===== config.mk =====
export PLATFORM = sky130hd
export DESIGN_NAME = divide_extend_mac_datapath
export DESIGN_NICKNAME = d
export VERILOG_FILES = /design/src/logic/serial_divider.v /design/src/logic/divide_extend_mac_datapath.v
export VERILOG_INCLUDE_DIRS = /design/src /design/src/logic
export SDC_FILE = /design/constraint.sdc
export NUM_CORES = 2
export LEC_CHECK = 0
export BUFFER_PORTS_ARGS = -buffer_cell sky130_fd_sc_hd__buf_2
export CORE_AREA = 2 2 459 461
export DETAILED_ROUTE_END_ITERATION = 10
export DIE_AREA = 0 0 461 463
export PLACE_DENSITY = 0.44
export SETUP_SLACK_MARGIN = 0.5
export SLEW_MARGIN = 20
export SYNTH_ARGS = -nofsm -noshare
export SYNTH_HDL_FRONTEND = slang
export SYNTH_SLANG_ARGS = --single-unit

===== constraint.sdc =====
create_clock -name clk -period 12.05 [get_ports clk]
set_input_delay 2.41 -clock clk [delete_from_list [all_inputs] [get_ports clk]]
set_output_delay 2.41 -clock clk [all_outputs]
set_load 0.01 [all_outputs]

===== src/logic/dxm_defs.vh =====
`ifndef DXM_DEFS_VH
`define DXM_DEFS_VH
// Operation codes
`define OP_NOP      4'h0
`define OP_UNSIGNED_DIVIDE_OP     4'h1
`define OP_SIGNED_DIVIDE_OP     4'h2
`define OP_SIGNED_MIXED_DIVIDE_OP    4'h3
`define OP_CMP      4'h4
`define OP_NEG      4'h5
`define OP_ZERO_EXTEND_OP     4'h6
`define OP_SIGN_EXTEND_OP     4'h7
`define OP_TAS      4'h8
`define OP_MACC     4'h9
`define OP_CLRACC   4'ha
`define OP_LDACC    4'hb
`define OP_STACC    4'hc
// Operand sizes
`define SZ_BYTE     2'h0
`define SZ_WORD     2'h1
`define SZ_LONG     2'h2
// Flag bit positions: N Z V C
`define FLAG_C      0
`define FLAG_V      1
`define FLAG_Z      2
`define FLAG_N      3
// Extension source width select
`define EXT_FROM8   1'b0
`define EXT_FROM16  1'b1
// Test-and-set forced bit
`define TAS_BIT     7
// Accumulator reset value and divider step-count width
`define ACC_RESET   64'h0
`define DIV_STEPS_W 6
`endif


===== src/logic/serial_divider.v =====
`timescale 1ns/10ps
`include "dxm_defs.vh"
// Restoring unsigned divider, one quotient bit per clock
module serial_divider #(
	parameter WIDTH = 32
) (
	input  wire             clk,
	input  wire             rstn,
	input  wire             start,
	input  wire [5:0]       steps,
	input  wire [WIDTH-1:0] dividend,
	input  wire [WIDTH-1:0] divisor,
	output reg              done,
	output reg  [WIDTH-1:0] quotient,
	output reg  [WIDTH-1:0] remainder
);
	reg [5:0]     countQ;
	reg           busyQ;
	reg [WIDTH:0] trial;

	always @* begin
		trial = {remainder, quotient[WIDTH-1]} - {1'b0, divisor};
	end

	always @(posedge clk) begin
		if (!rstn) begin
			countQ    <= 6'h00;
			busyQ     <= 1'b0;
			done      <= 1'b0;
			quotient  <= {WIDTH{1'b0}};
			remainder <= {WIDTH{1'b0}};
		end else begin
			done <= 1'b0;
			if (start) begin
				// Dividend pre-shifted so the top bit is always the next to bring down
				quotient  <= dividend << (WIDTH - steps);
				remainder <= {WIDTH{1'b0}};
				countQ    <= steps;
				busyQ     <= 1'b1;
			end else if (busyQ) begin
				if (trial[WIDTH]) begin
					remainder <= {remainder[WIDTH-2:0], quotient[WIDTH-1]};
					quotient  <= {quotient[WIDTH-2:0], 1'b0};
				end else begin
					remainder <= trial[WIDTH-1:0];
					quotient  <= {quotient[WIDTH-2:0], 1'b1};
				end
				countQ <= countQ - 6'h01;
				if (countQ == 6'h01) begin
					busyQ <= 1'b0;
					done  <= 1'b1;
				end
			end
		end
	end
endmodule // serial_divider


===== src/logic/divide_extend_mac_datapath.v =====
`timescale 1ns/10ps
`include "dxm_defs.vh"
// Overview of operation
// - Same-width divide: 16/16 or 32/32 quotient
// - Mixed divide: quotient and remainder packed together
// - Compare subtracts, sets flags, no writeback
// - Negate writes zero minus operand
// - Zero extend 8 or 16 bits upward
// - Sign extend copies top bit upward
// - Test byte against zero, set bit 7
// - Signed product added into accumulator
// - Load copies register into accumulator
// - Store copies accumulator out, unchanged
module divide_extend_mac_datapath (
	input  wire        clk,
	input  wire        rstn,
	input  wire        opValid,
	input  wire [3:0]  opCode,
	input  wire [1:0]  opSize,
	input  wire        extFrom16,
	input  wire [31:0] srcOperand,
	input  wire [31:0] dstOperand,
	input  wire        memReady,
	input  wire [7:0]  memReadData,
	output wire        opReady,
	output reg         resultValid,
	output reg  [31:0] result,
	output reg         resultWrite,
	output reg  [3:0]  conditionFlags,
	output reg         flagsWrite,
	output reg         divZero,
	output reg         memRead,
	output reg         memWrite,
	output reg  [7:0]  memWriteData,
	output reg         busLock,
	output wire [63:0] accValue
);
	localparam ST_IDLE  = 2'h0;
	localparam ST_DIV   = 2'h1;
	localparam ST_TASRD = 2'h2;
	localparam ST_TASWR = 2'h3;
	reg  [1:0]  stateQ;
	reg  [63:0] accQ;
	reg  [3:0]  divOpQ;
	reg  [1:0]  divSizeQ;
	reg         negQuotQ;
	reg         negRemQ;
	reg  [7:0]  tasByteQ;
	reg         divStart;
	reg  [5:0]  divSteps;
	reg  [31:0] divDividend;
	reg  [31:0] divDivisor;
	wire        divDone;
	wire [31:0] divQuot;
	wire [31:0] divRem;
	// =====================================================
	// Size helpers
	// =====================================================
	function [31:0] maskSize;
		input [31:0] v;
		input [1:0]  sz;
		begin
			case (sz)
				`SZ_BYTE: maskSize = {24'h000000, v[7:0]};
				`SZ_WORD: maskSize = {16'h0000, v[15:0]};
				default:  maskSize = v;
			endcase
		end
	endfunction
	function topBit;
		input [31:0] v;
		input [1:0]  sz;
		begin
			case (sz)
				`SZ_BYTE: topBit = v[7];
				`SZ_WORD: topBit = v[15];
				default:  topBit = v[31];
			endcase
		end
	endfunction
	function [31:0] absVal;
		input [31:0] v;
		input [1:0]  sz;
		begin
			absVal = topBit(v, sz) ? maskSize(32'h0 - v, sz) : maskSize(v, sz);
		end
	endfunction
	// =====================================================
	// Subtract with flags, shared by compare and negate
	// =====================================================
	reg  [31:0] subA;
	reg  [31:0] subB;
	reg  [32:0] subFull;
	reg  [31:0] subRes;
	reg  [3:0]  subFlags;

	always @* begin
		subA = maskSize(dstOperand, opSize);
		subB = maskSize(srcOperand, opSize);
		if (opCode == `OP_NEG) begin
			subB = subA;
			subA = 32'h0;
		end
		subFull = {1'b0, subA} - {1'b0, subB};
		subRes  = maskSize(subFull[31:0], opSize);
		subFlags[`FLAG_N] = topBit(subRes, opSize);
		subFlags[`FLAG_Z] = (subRes == 32'h0);
		subFlags[`FLAG_V] = (topBit(subA, opSize) != topBit(subB, opSize)) &&
			(topBit(subRes, opSize) != topBit(subA, opSize));
		subFlags[`FLAG_C] = (subB > subA);
	end
	// =====================================================
	// Extension
	// =====================================================
	reg [31:0] extRes;

	always @* begin
		if (extFrom16 == `EXT_FROM16)
			extRes = (opCode == `OP_SIGN_EXTEND_OP) ? {{16{dstOperand[15]}}, dstOperand[15:0]}
				: {16'h0000, dstOperand[15:0]};
		else
			extRes = (opCode == `OP_SIGN_EXTEND_OP) ? {{24{dstOperand[7]}}, dstOperand[7:0]}
				: {24'h000000, dstOperand[7:0]};
		extRes = maskSize(extRes, opSize);
	end
	// =====================================================
	// Divider setup; signs handled outside the unsigned core
	// =====================================================
	wire       isDiv    = (opCode == `OP_UNSIGNED_DIVIDE_OP) || (opCode == `OP_SIGNED_DIVIDE_OP) || (opCode == `OP_SIGNED_MIXED_DIVIDE_OP);
	wire [1:0] dvsrSize = (opCode == `OP_SIGNED_MIXED_DIVIDE_OP) ? ((opSize == `SZ_BYTE) ? `SZ_BYTE : `SZ_WORD)
		: ((opSize == `SZ_WORD) ? `SZ_WORD : `SZ_LONG);
	wire [1:0] dvdSize  = (opCode == `OP_SIGNED_MIXED_DIVIDE_OP) ? ((opSize == `SZ_BYTE) ? `SZ_WORD : `SZ_LONG) : dvsrSize;
	wire       signedDv = (opCode != `OP_UNSIGNED_DIVIDE_OP);
	wire       dvdNeg   = signedDv && topBit(dstOperand, dvdSize);
	wire       dvsrNeg  = signedDv && topBit(srcOperand, dvsrSize);
	wire       dvsrZero = (maskSize(srcOperand, dvsrSize) == 32'h0);

	always @* begin
		divStart    = opValid && (stateQ == ST_IDLE) && isDiv && !dvsrZero;
		divDividend = signedDv ? absVal(dstOperand, dvdSize) : maskSize(dstOperand, dvdSize);
		divDivisor  = signedDv ? absVal(srcOperand, dvsrSize) : maskSize(srcOperand, dvsrSize);
		divSteps    = (dvdSize == `SZ_WORD) ? 6'h10 : 6'h20;
	end

	serial_divider #(.WIDTH(32)) divider (
		.clk       (clk),
		.rstn      (rstn),
		.start     (divStart),
		.steps     (divSteps),
		.dividend  (divDividend),
		.divisor   (divDivisor),
		.done      (divDone),
		.quotient  (divQuot),
		.remainder (divRem)
	);

	wire [31:0] qSigned = negQuotQ ? (32'h0 - divQuot) : divQuot;
	wire [31:0] rSigned = negRemQ ? (32'h0 - divRem) : divRem;
	// =====================================================
	// Multiply-accumulate
	// =====================================================
	wire signed [63:0] product = $signed(srcOperand) * $signed(dstOperand);

	assign accValue = accQ;
	assign opReady  = (stateQ == ST_IDLE);
	// =====================================================
	// Sequencer
	// =====================================================
	always @(posedge clk) begin
		if (!rstn) begin
			stateQ         <= ST_IDLE;
			accQ           <= `ACC_RESET;
			divOpQ         <= `OP_NOP;
			divSizeQ       <= `SZ_BYTE;
			negQuotQ       <= 1'b0;
			negRemQ        <= 1'b0;
			tasByteQ       <= 8'h00;
			resultValid    <= 1'b0;
			result         <= 32'h0;
			resultWrite    <= 1'b0;
			conditionFlags <= 4'h0;
			flagsWrite     <= 1'b0;
			divZero        <= 1'b0;
			memRead        <= 1'b0;
			memWrite       <= 1'b0;
			memWriteData   <= 8'h00;
			busLock        <= 1'b0;
		end else begin
			resultValid <= 1'b0;
			resultWrite <= 1'b0;
			flagsWrite  <= 1'b0;
			divZero     <= 1'b0;
			case (stateQ)
				ST_IDLE: begin
					if (opValid) begin
						case (opCode)
							`OP_UNSIGNED_DIVIDE_OP, `OP_SIGNED_DIVIDE_OP, `OP_SIGNED_MIXED_DIVIDE_OP: begin
								if (dvsrZero) begin
									// Zero divisor: destination left untouched
									divZero     <= 1'b1;
									resultValid <= 1'b1;
									result      <= dstOperand;
								end else begin
									divOpQ   <= opCode;
									divSizeQ <= opSize;
									negQuotQ <= dvdNeg ^ dvsrNeg;
									negRemQ  <= dvdNeg;
									stateQ   <= ST_DIV;
								end
							end
							`OP_CMP: begin
								conditionFlags <= subFlags;
								flagsWrite     <= 1'b1;
								resultValid    <= 1'b1;
								result         <= dstOperand;
							end
							`OP_NEG: begin
								result         <= subRes;
								resultWrite    <= 1'b1;
								resultValid    <= 1'b1;
								conditionFlags <= subFlags;
								flagsWrite     <= 1'b1;
							end
							`OP_ZERO_EXTEND_OP, `OP_SIGN_EXTEND_OP: begin
								result      <= extRes;
								resultWrite <= 1'b1;
								resultValid <= 1'b1;
							end
							`OP_TAS: begin
								busLock <= 1'b1;
								memRead <= 1'b1;
								stateQ  <= ST_TASRD;
							end
							`OP_MACC: begin
								accQ        <= accQ + product;
								resultValid <= 1'b1;
							end
							`OP_CLRACC: begin
								accQ        <= 64'h0;
								resultValid <= 1'b1;
							end
							`OP_LDACC: begin
								accQ        <= {{32{srcOperand[31]}}, srcOperand};
								resultValid <= 1'b1;
							end
							`OP_STACC: begin
								result      <= accQ[31:0];
								resultWrite <= 1'b1;
								resultValid <= 1'b1;
							end
							default: resultValid <= 1'b1;
						endcase
					end
				end
				ST_DIV: begin
					if (divDone) begin
						// Mixed form packs remainder above quotient
						if (divOpQ == `OP_SIGNED_MIXED_DIVIDE_OP) begin
							if (divSizeQ == `SZ_BYTE)
								result <= {16'h0000, rSigned[7:0], qSigned[7:0]};
							else
								result <= {rSigned[15:0], qSigned[15:0]};
						end else begin
							result <= maskSize(qSigned, divSizeQ);
						end
						resultWrite <= 1'b1;
						resultValid <= 1'b1;
						stateQ      <= ST_IDLE;
					end
				end
				ST_TASRD: begin
					if (memReady) begin
						memRead                  <= 1'b0;
						tasByteQ                 <= memReadData;
						conditionFlags           <= {memReadData[7], (memReadData == 8'h00), 2'h0};
						flagsWrite               <= 1'b1;
						memWrite                 <= 1'b1;
						memWriteData             <= memReadData | (8'h01 << `TAS_BIT);
						stateQ                   <= ST_TASWR;
					end
				end
				ST_TASWR: begin
					if (memReady) begin
						memWrite    <= 1'b0;
						busLock     <= 1'b0;
						resultValid <= 1'b1;
						result      <= {24'h000000, tasByteQ};
						stateQ      <= ST_IDLE;
					end
				end
				default: stateQ <= ST_IDLE;
			endcase
		end
	end
endmodule // divide_extend_mac_datapath


==> results.yml <==
run_status:
  status: "finished, final reports clean"
synthesis:
  synth_top_cell_by_area: "fa_1"
  synth_area_um2: 55970
  ys_warn_count: 0
  netlist.area_leader.share_pct: 43.35
  synthTopCellsByArea: "fa_1, inv_1, dfxtp_1, ha_1, nand2_1"
  synth-seq-cells: 198
  synth_most_common_cell: "inv_1"
  ys_seq_area_share_pct: 7.082
  synth_area_per_cell_um2: 8.585
  syn_nets: 8102
  ys_async_sr_fraction_pct: 0
  synth_ff_type: "dfxtp_1"
  synth_enable_flop_cells: 0
  netlist_instances: 6519
  ys_types: 86
  yosys-top-cells-count: "inv_1, fa_1, nand2_1"
setup_path:
  r2r_end: "accValue[57]$_SDFFE_PN0P_"
  path_max_fanout: 30
  cp-end-kind: "flop"
  critPathTopFamily: "adder cells"
  crit_required_ns: 12.46
  timing.rr.start: "accValue[18]$_SDFFE_PN0P_"
  start_kind: "primary input"
  worstPathArrival_ns: 11.45
  r2r_setup_slack_ns: 2.88
  path_buf_inv: 9
  rr_worst_depth: 30
  slowest_delay_ns: 1.02
  critPathSlowestCell: "a221oi_1"
  endpoint: "accValue[57]$_SDFFE_PN0P_"
  crit_cells: 30
  cpMostUsedCell: "fa_1"
  critPathLaunch: "dstOperand[6]"
  worstSetupPathType: "in2reg"
flow_run:
  max-cap-violations: 0
layout:
  multi_input_area_um2: 45520
  regArea_um2: 3969
  drive_above_1_share_pct: 6.136
  fin_nets: 8024
  syn_to_final_growth_pct: 8.086
  fillers: 22580
  layout.cells.non_filler: 9268
clock_network:
  clkTransAtPathRegs_ns: 0.10
  cts.sinks: 198
  cts_hold_buf: 0
  root_buffer: "clkbuf_16"
  cts_resized: 0
  cts_tree: "done"
  numCtsBuffers: 17
  htreeDepth: 4
  cts_setup_buffers: 0
  cts_max_path_buffers: 2
  insertion_delay_ns: 0.55
drt:
  dr_total_vias: 44790
  firstDrtPassIters: 6
  post_drt_wl_per_cell_um: 22.59
  drt_iter0_drc: 3181
  routed_wl_um: 209400
  ant_nets: 0
  vias_per_cell: 4.833
  drc: 0
die:
  start_util_pct: 26.84
  core.rowCount: 168
  pin_count: 199
  dieArea_um2: 213400
  die_x_um: 461
  core_um2: 208500
  fp.dieH_um: 463
timing:
  period_minus_slack_ns: 11.05
  slew_violations: 0
  finalCritPeriodShare_pct: 91.66
  setup_viol: 0
  relSlewSlack_pct: 18.21
  rsz0062_at_grt: "false"
  hold_viol: 0
  max_freq_mhz: 90.53
  fin_ws_ns: 1.005
  final.setup.tns_ns: 0
  tightest_slew_ns: 1.227
  finClkSkew_ns: 0.03034
placement:
  hpwl_um: 171400
  dp_slack_ns: 0.6608
  place_inst: 9227
  io_buffers: 198
  gp_congestion: 0.9556
worst_hold_path:
  hp-class: "reg2reg"
global_route:
  antenna_found_initial: 21
  grt_first_pass_wirelength_um: 318400
  grt_pass1_vias: 47540
  grt-ovfl-total: 0
  grtUsageTotal_pct: 19.95
  grt_max_degree: 69
==> tightest hold or removal path, delay by kind of cell (launching register included) <==
kind,cells,cell delay [ns]
DFF,1,0.32
and+or+nand+nor,1,0.05
AOI/OAI and AO/OA,1,0.05
==> area by class of cell <==
type	instances	area share [%]
multi-input combinational	4598	75.25
inverter	1302	8.083
sequential	198	6.561
tap	2805	5.802
timing repair buffer	324	3.222
clock buffer	18	0.7446
clock inverter	14	0.2958
antenna	9	0.03723
==> cells by family after synthesis <==
family                     share of synthesized area, %
AOI/OAI and AO/OA                                 10.64
xor gates and xnor gates                          3.660
adders and majority gates                         49.79
buffers and inverters                             11.65
DFF                                               7.082
muxes                                             1.344
and+or+nand+nor                                   15.83
==> per-layer routing <==
layer  share of wire [%]  vias to the layer above  global-route usage [%]
li1                    -                    19810                       -
met2                  47                     1345                   32.53
met4                 3.2                       14                   5.514
met5               0.042                        -                       0
met3                 6.2                      243                   3.144
met1                  44                    23380                   27.26
==> flip-flops by register name, summed over array words and instances, names as in the netlist <==
register and flops:
accValue 64, divider.quotient 32, divider.remainder 32, result 32, memWriteData 8, divider.countQ 6, conditionFlags 4, divOpQ 4
divSizeQ 2, stateQ 2, busLock 1, divZero 1, divider.busyQ 1, divider.done 1, flagsWrite 1, memRead 1
memWrite 1, negQuotQ 1, negRemQ 1, resultValid 1, resultWrite 1, tasByteQ 1
==> metrics by stage <==
stage               hold slack [ns]  instance area [µm²]  utilization (%)
detailed placement           0.4525                59840            28.70
global placement             0.4442                59840            28.70
floorplan                    0.4366                55970                -
CTS                          0.4668                60470            29.00
finish                       0.4648                60490            29.01
global route                 0.4895                60480            29.00
==> cell usage in the layout (no fill, tap or decap), types with 12 or more instances in the layout <==
cell type / n
o22a_1: 16
buf_4: 125
xor2_1: 83
nor4_1: 16
dfxtp_1: 196
buf_2: 198
o21ai_0: 214
nand4_1: 21
a311oi_1: 25
o21bai_1: 19
nand3_1: 52
or3_1: 23
mux2i_1: 74
nand2b_1: 24
o211ai_1: 21
inv_1: 1297
clkbuf_16: 18
and2_1: 460
o21a_1: 22
a21oi_1: 261
a21boi_0: 16
nor3_1: 40
and3_1: 47
o311a_1: 13
nor2b_1: 23
o31ai_1: 26
nor2_1: 263
a221oi_1: 33
a211oi_1: 66
nand2_1: 846
o41ai_1: 12
ha_1: 288
xnor2_1: 149
a31oi_1: 17
fa_1: 1212
a21o_1: 69
==> worst min-delay path by stage <==
| stage | from | end | cells past startpoint |
|---|---|---|---|
| floorplan | tasByteQ[7]$_SDFFE_PN0P_ | tasByteQ[7]$_SDFFE_PN0P_ | 2 |
| global placement | conditionFlags[3]$_SDFFE_PN0P_ | conditionFlags[3]$_SDFFE_PN0P_ | 2 |
| detailed placement | conditionFlags[3]$_SDFFE_PN0P_ | conditionFlags[3]$_SDFFE_PN0P_ | 2 |
| CTS | conditionFlags[3]$_SDFFE_PN0P_ | conditionFlags[3]$_SDFFE_PN0P_ | 2 |
| global route | memWrite$_SDFFE_PN0P_ | memWrite$_SDFFE_PN0P_ | 2 |
| finish | conditionFlags[3]$_SDFFE_PN0P_ | conditionFlags[3]$_SDFFE_PN0P_ | 2 |
Power is left out: the tool's default activity adds up to more than one toggle a clock period on the data nets, which glitch-free logic cannot reach.
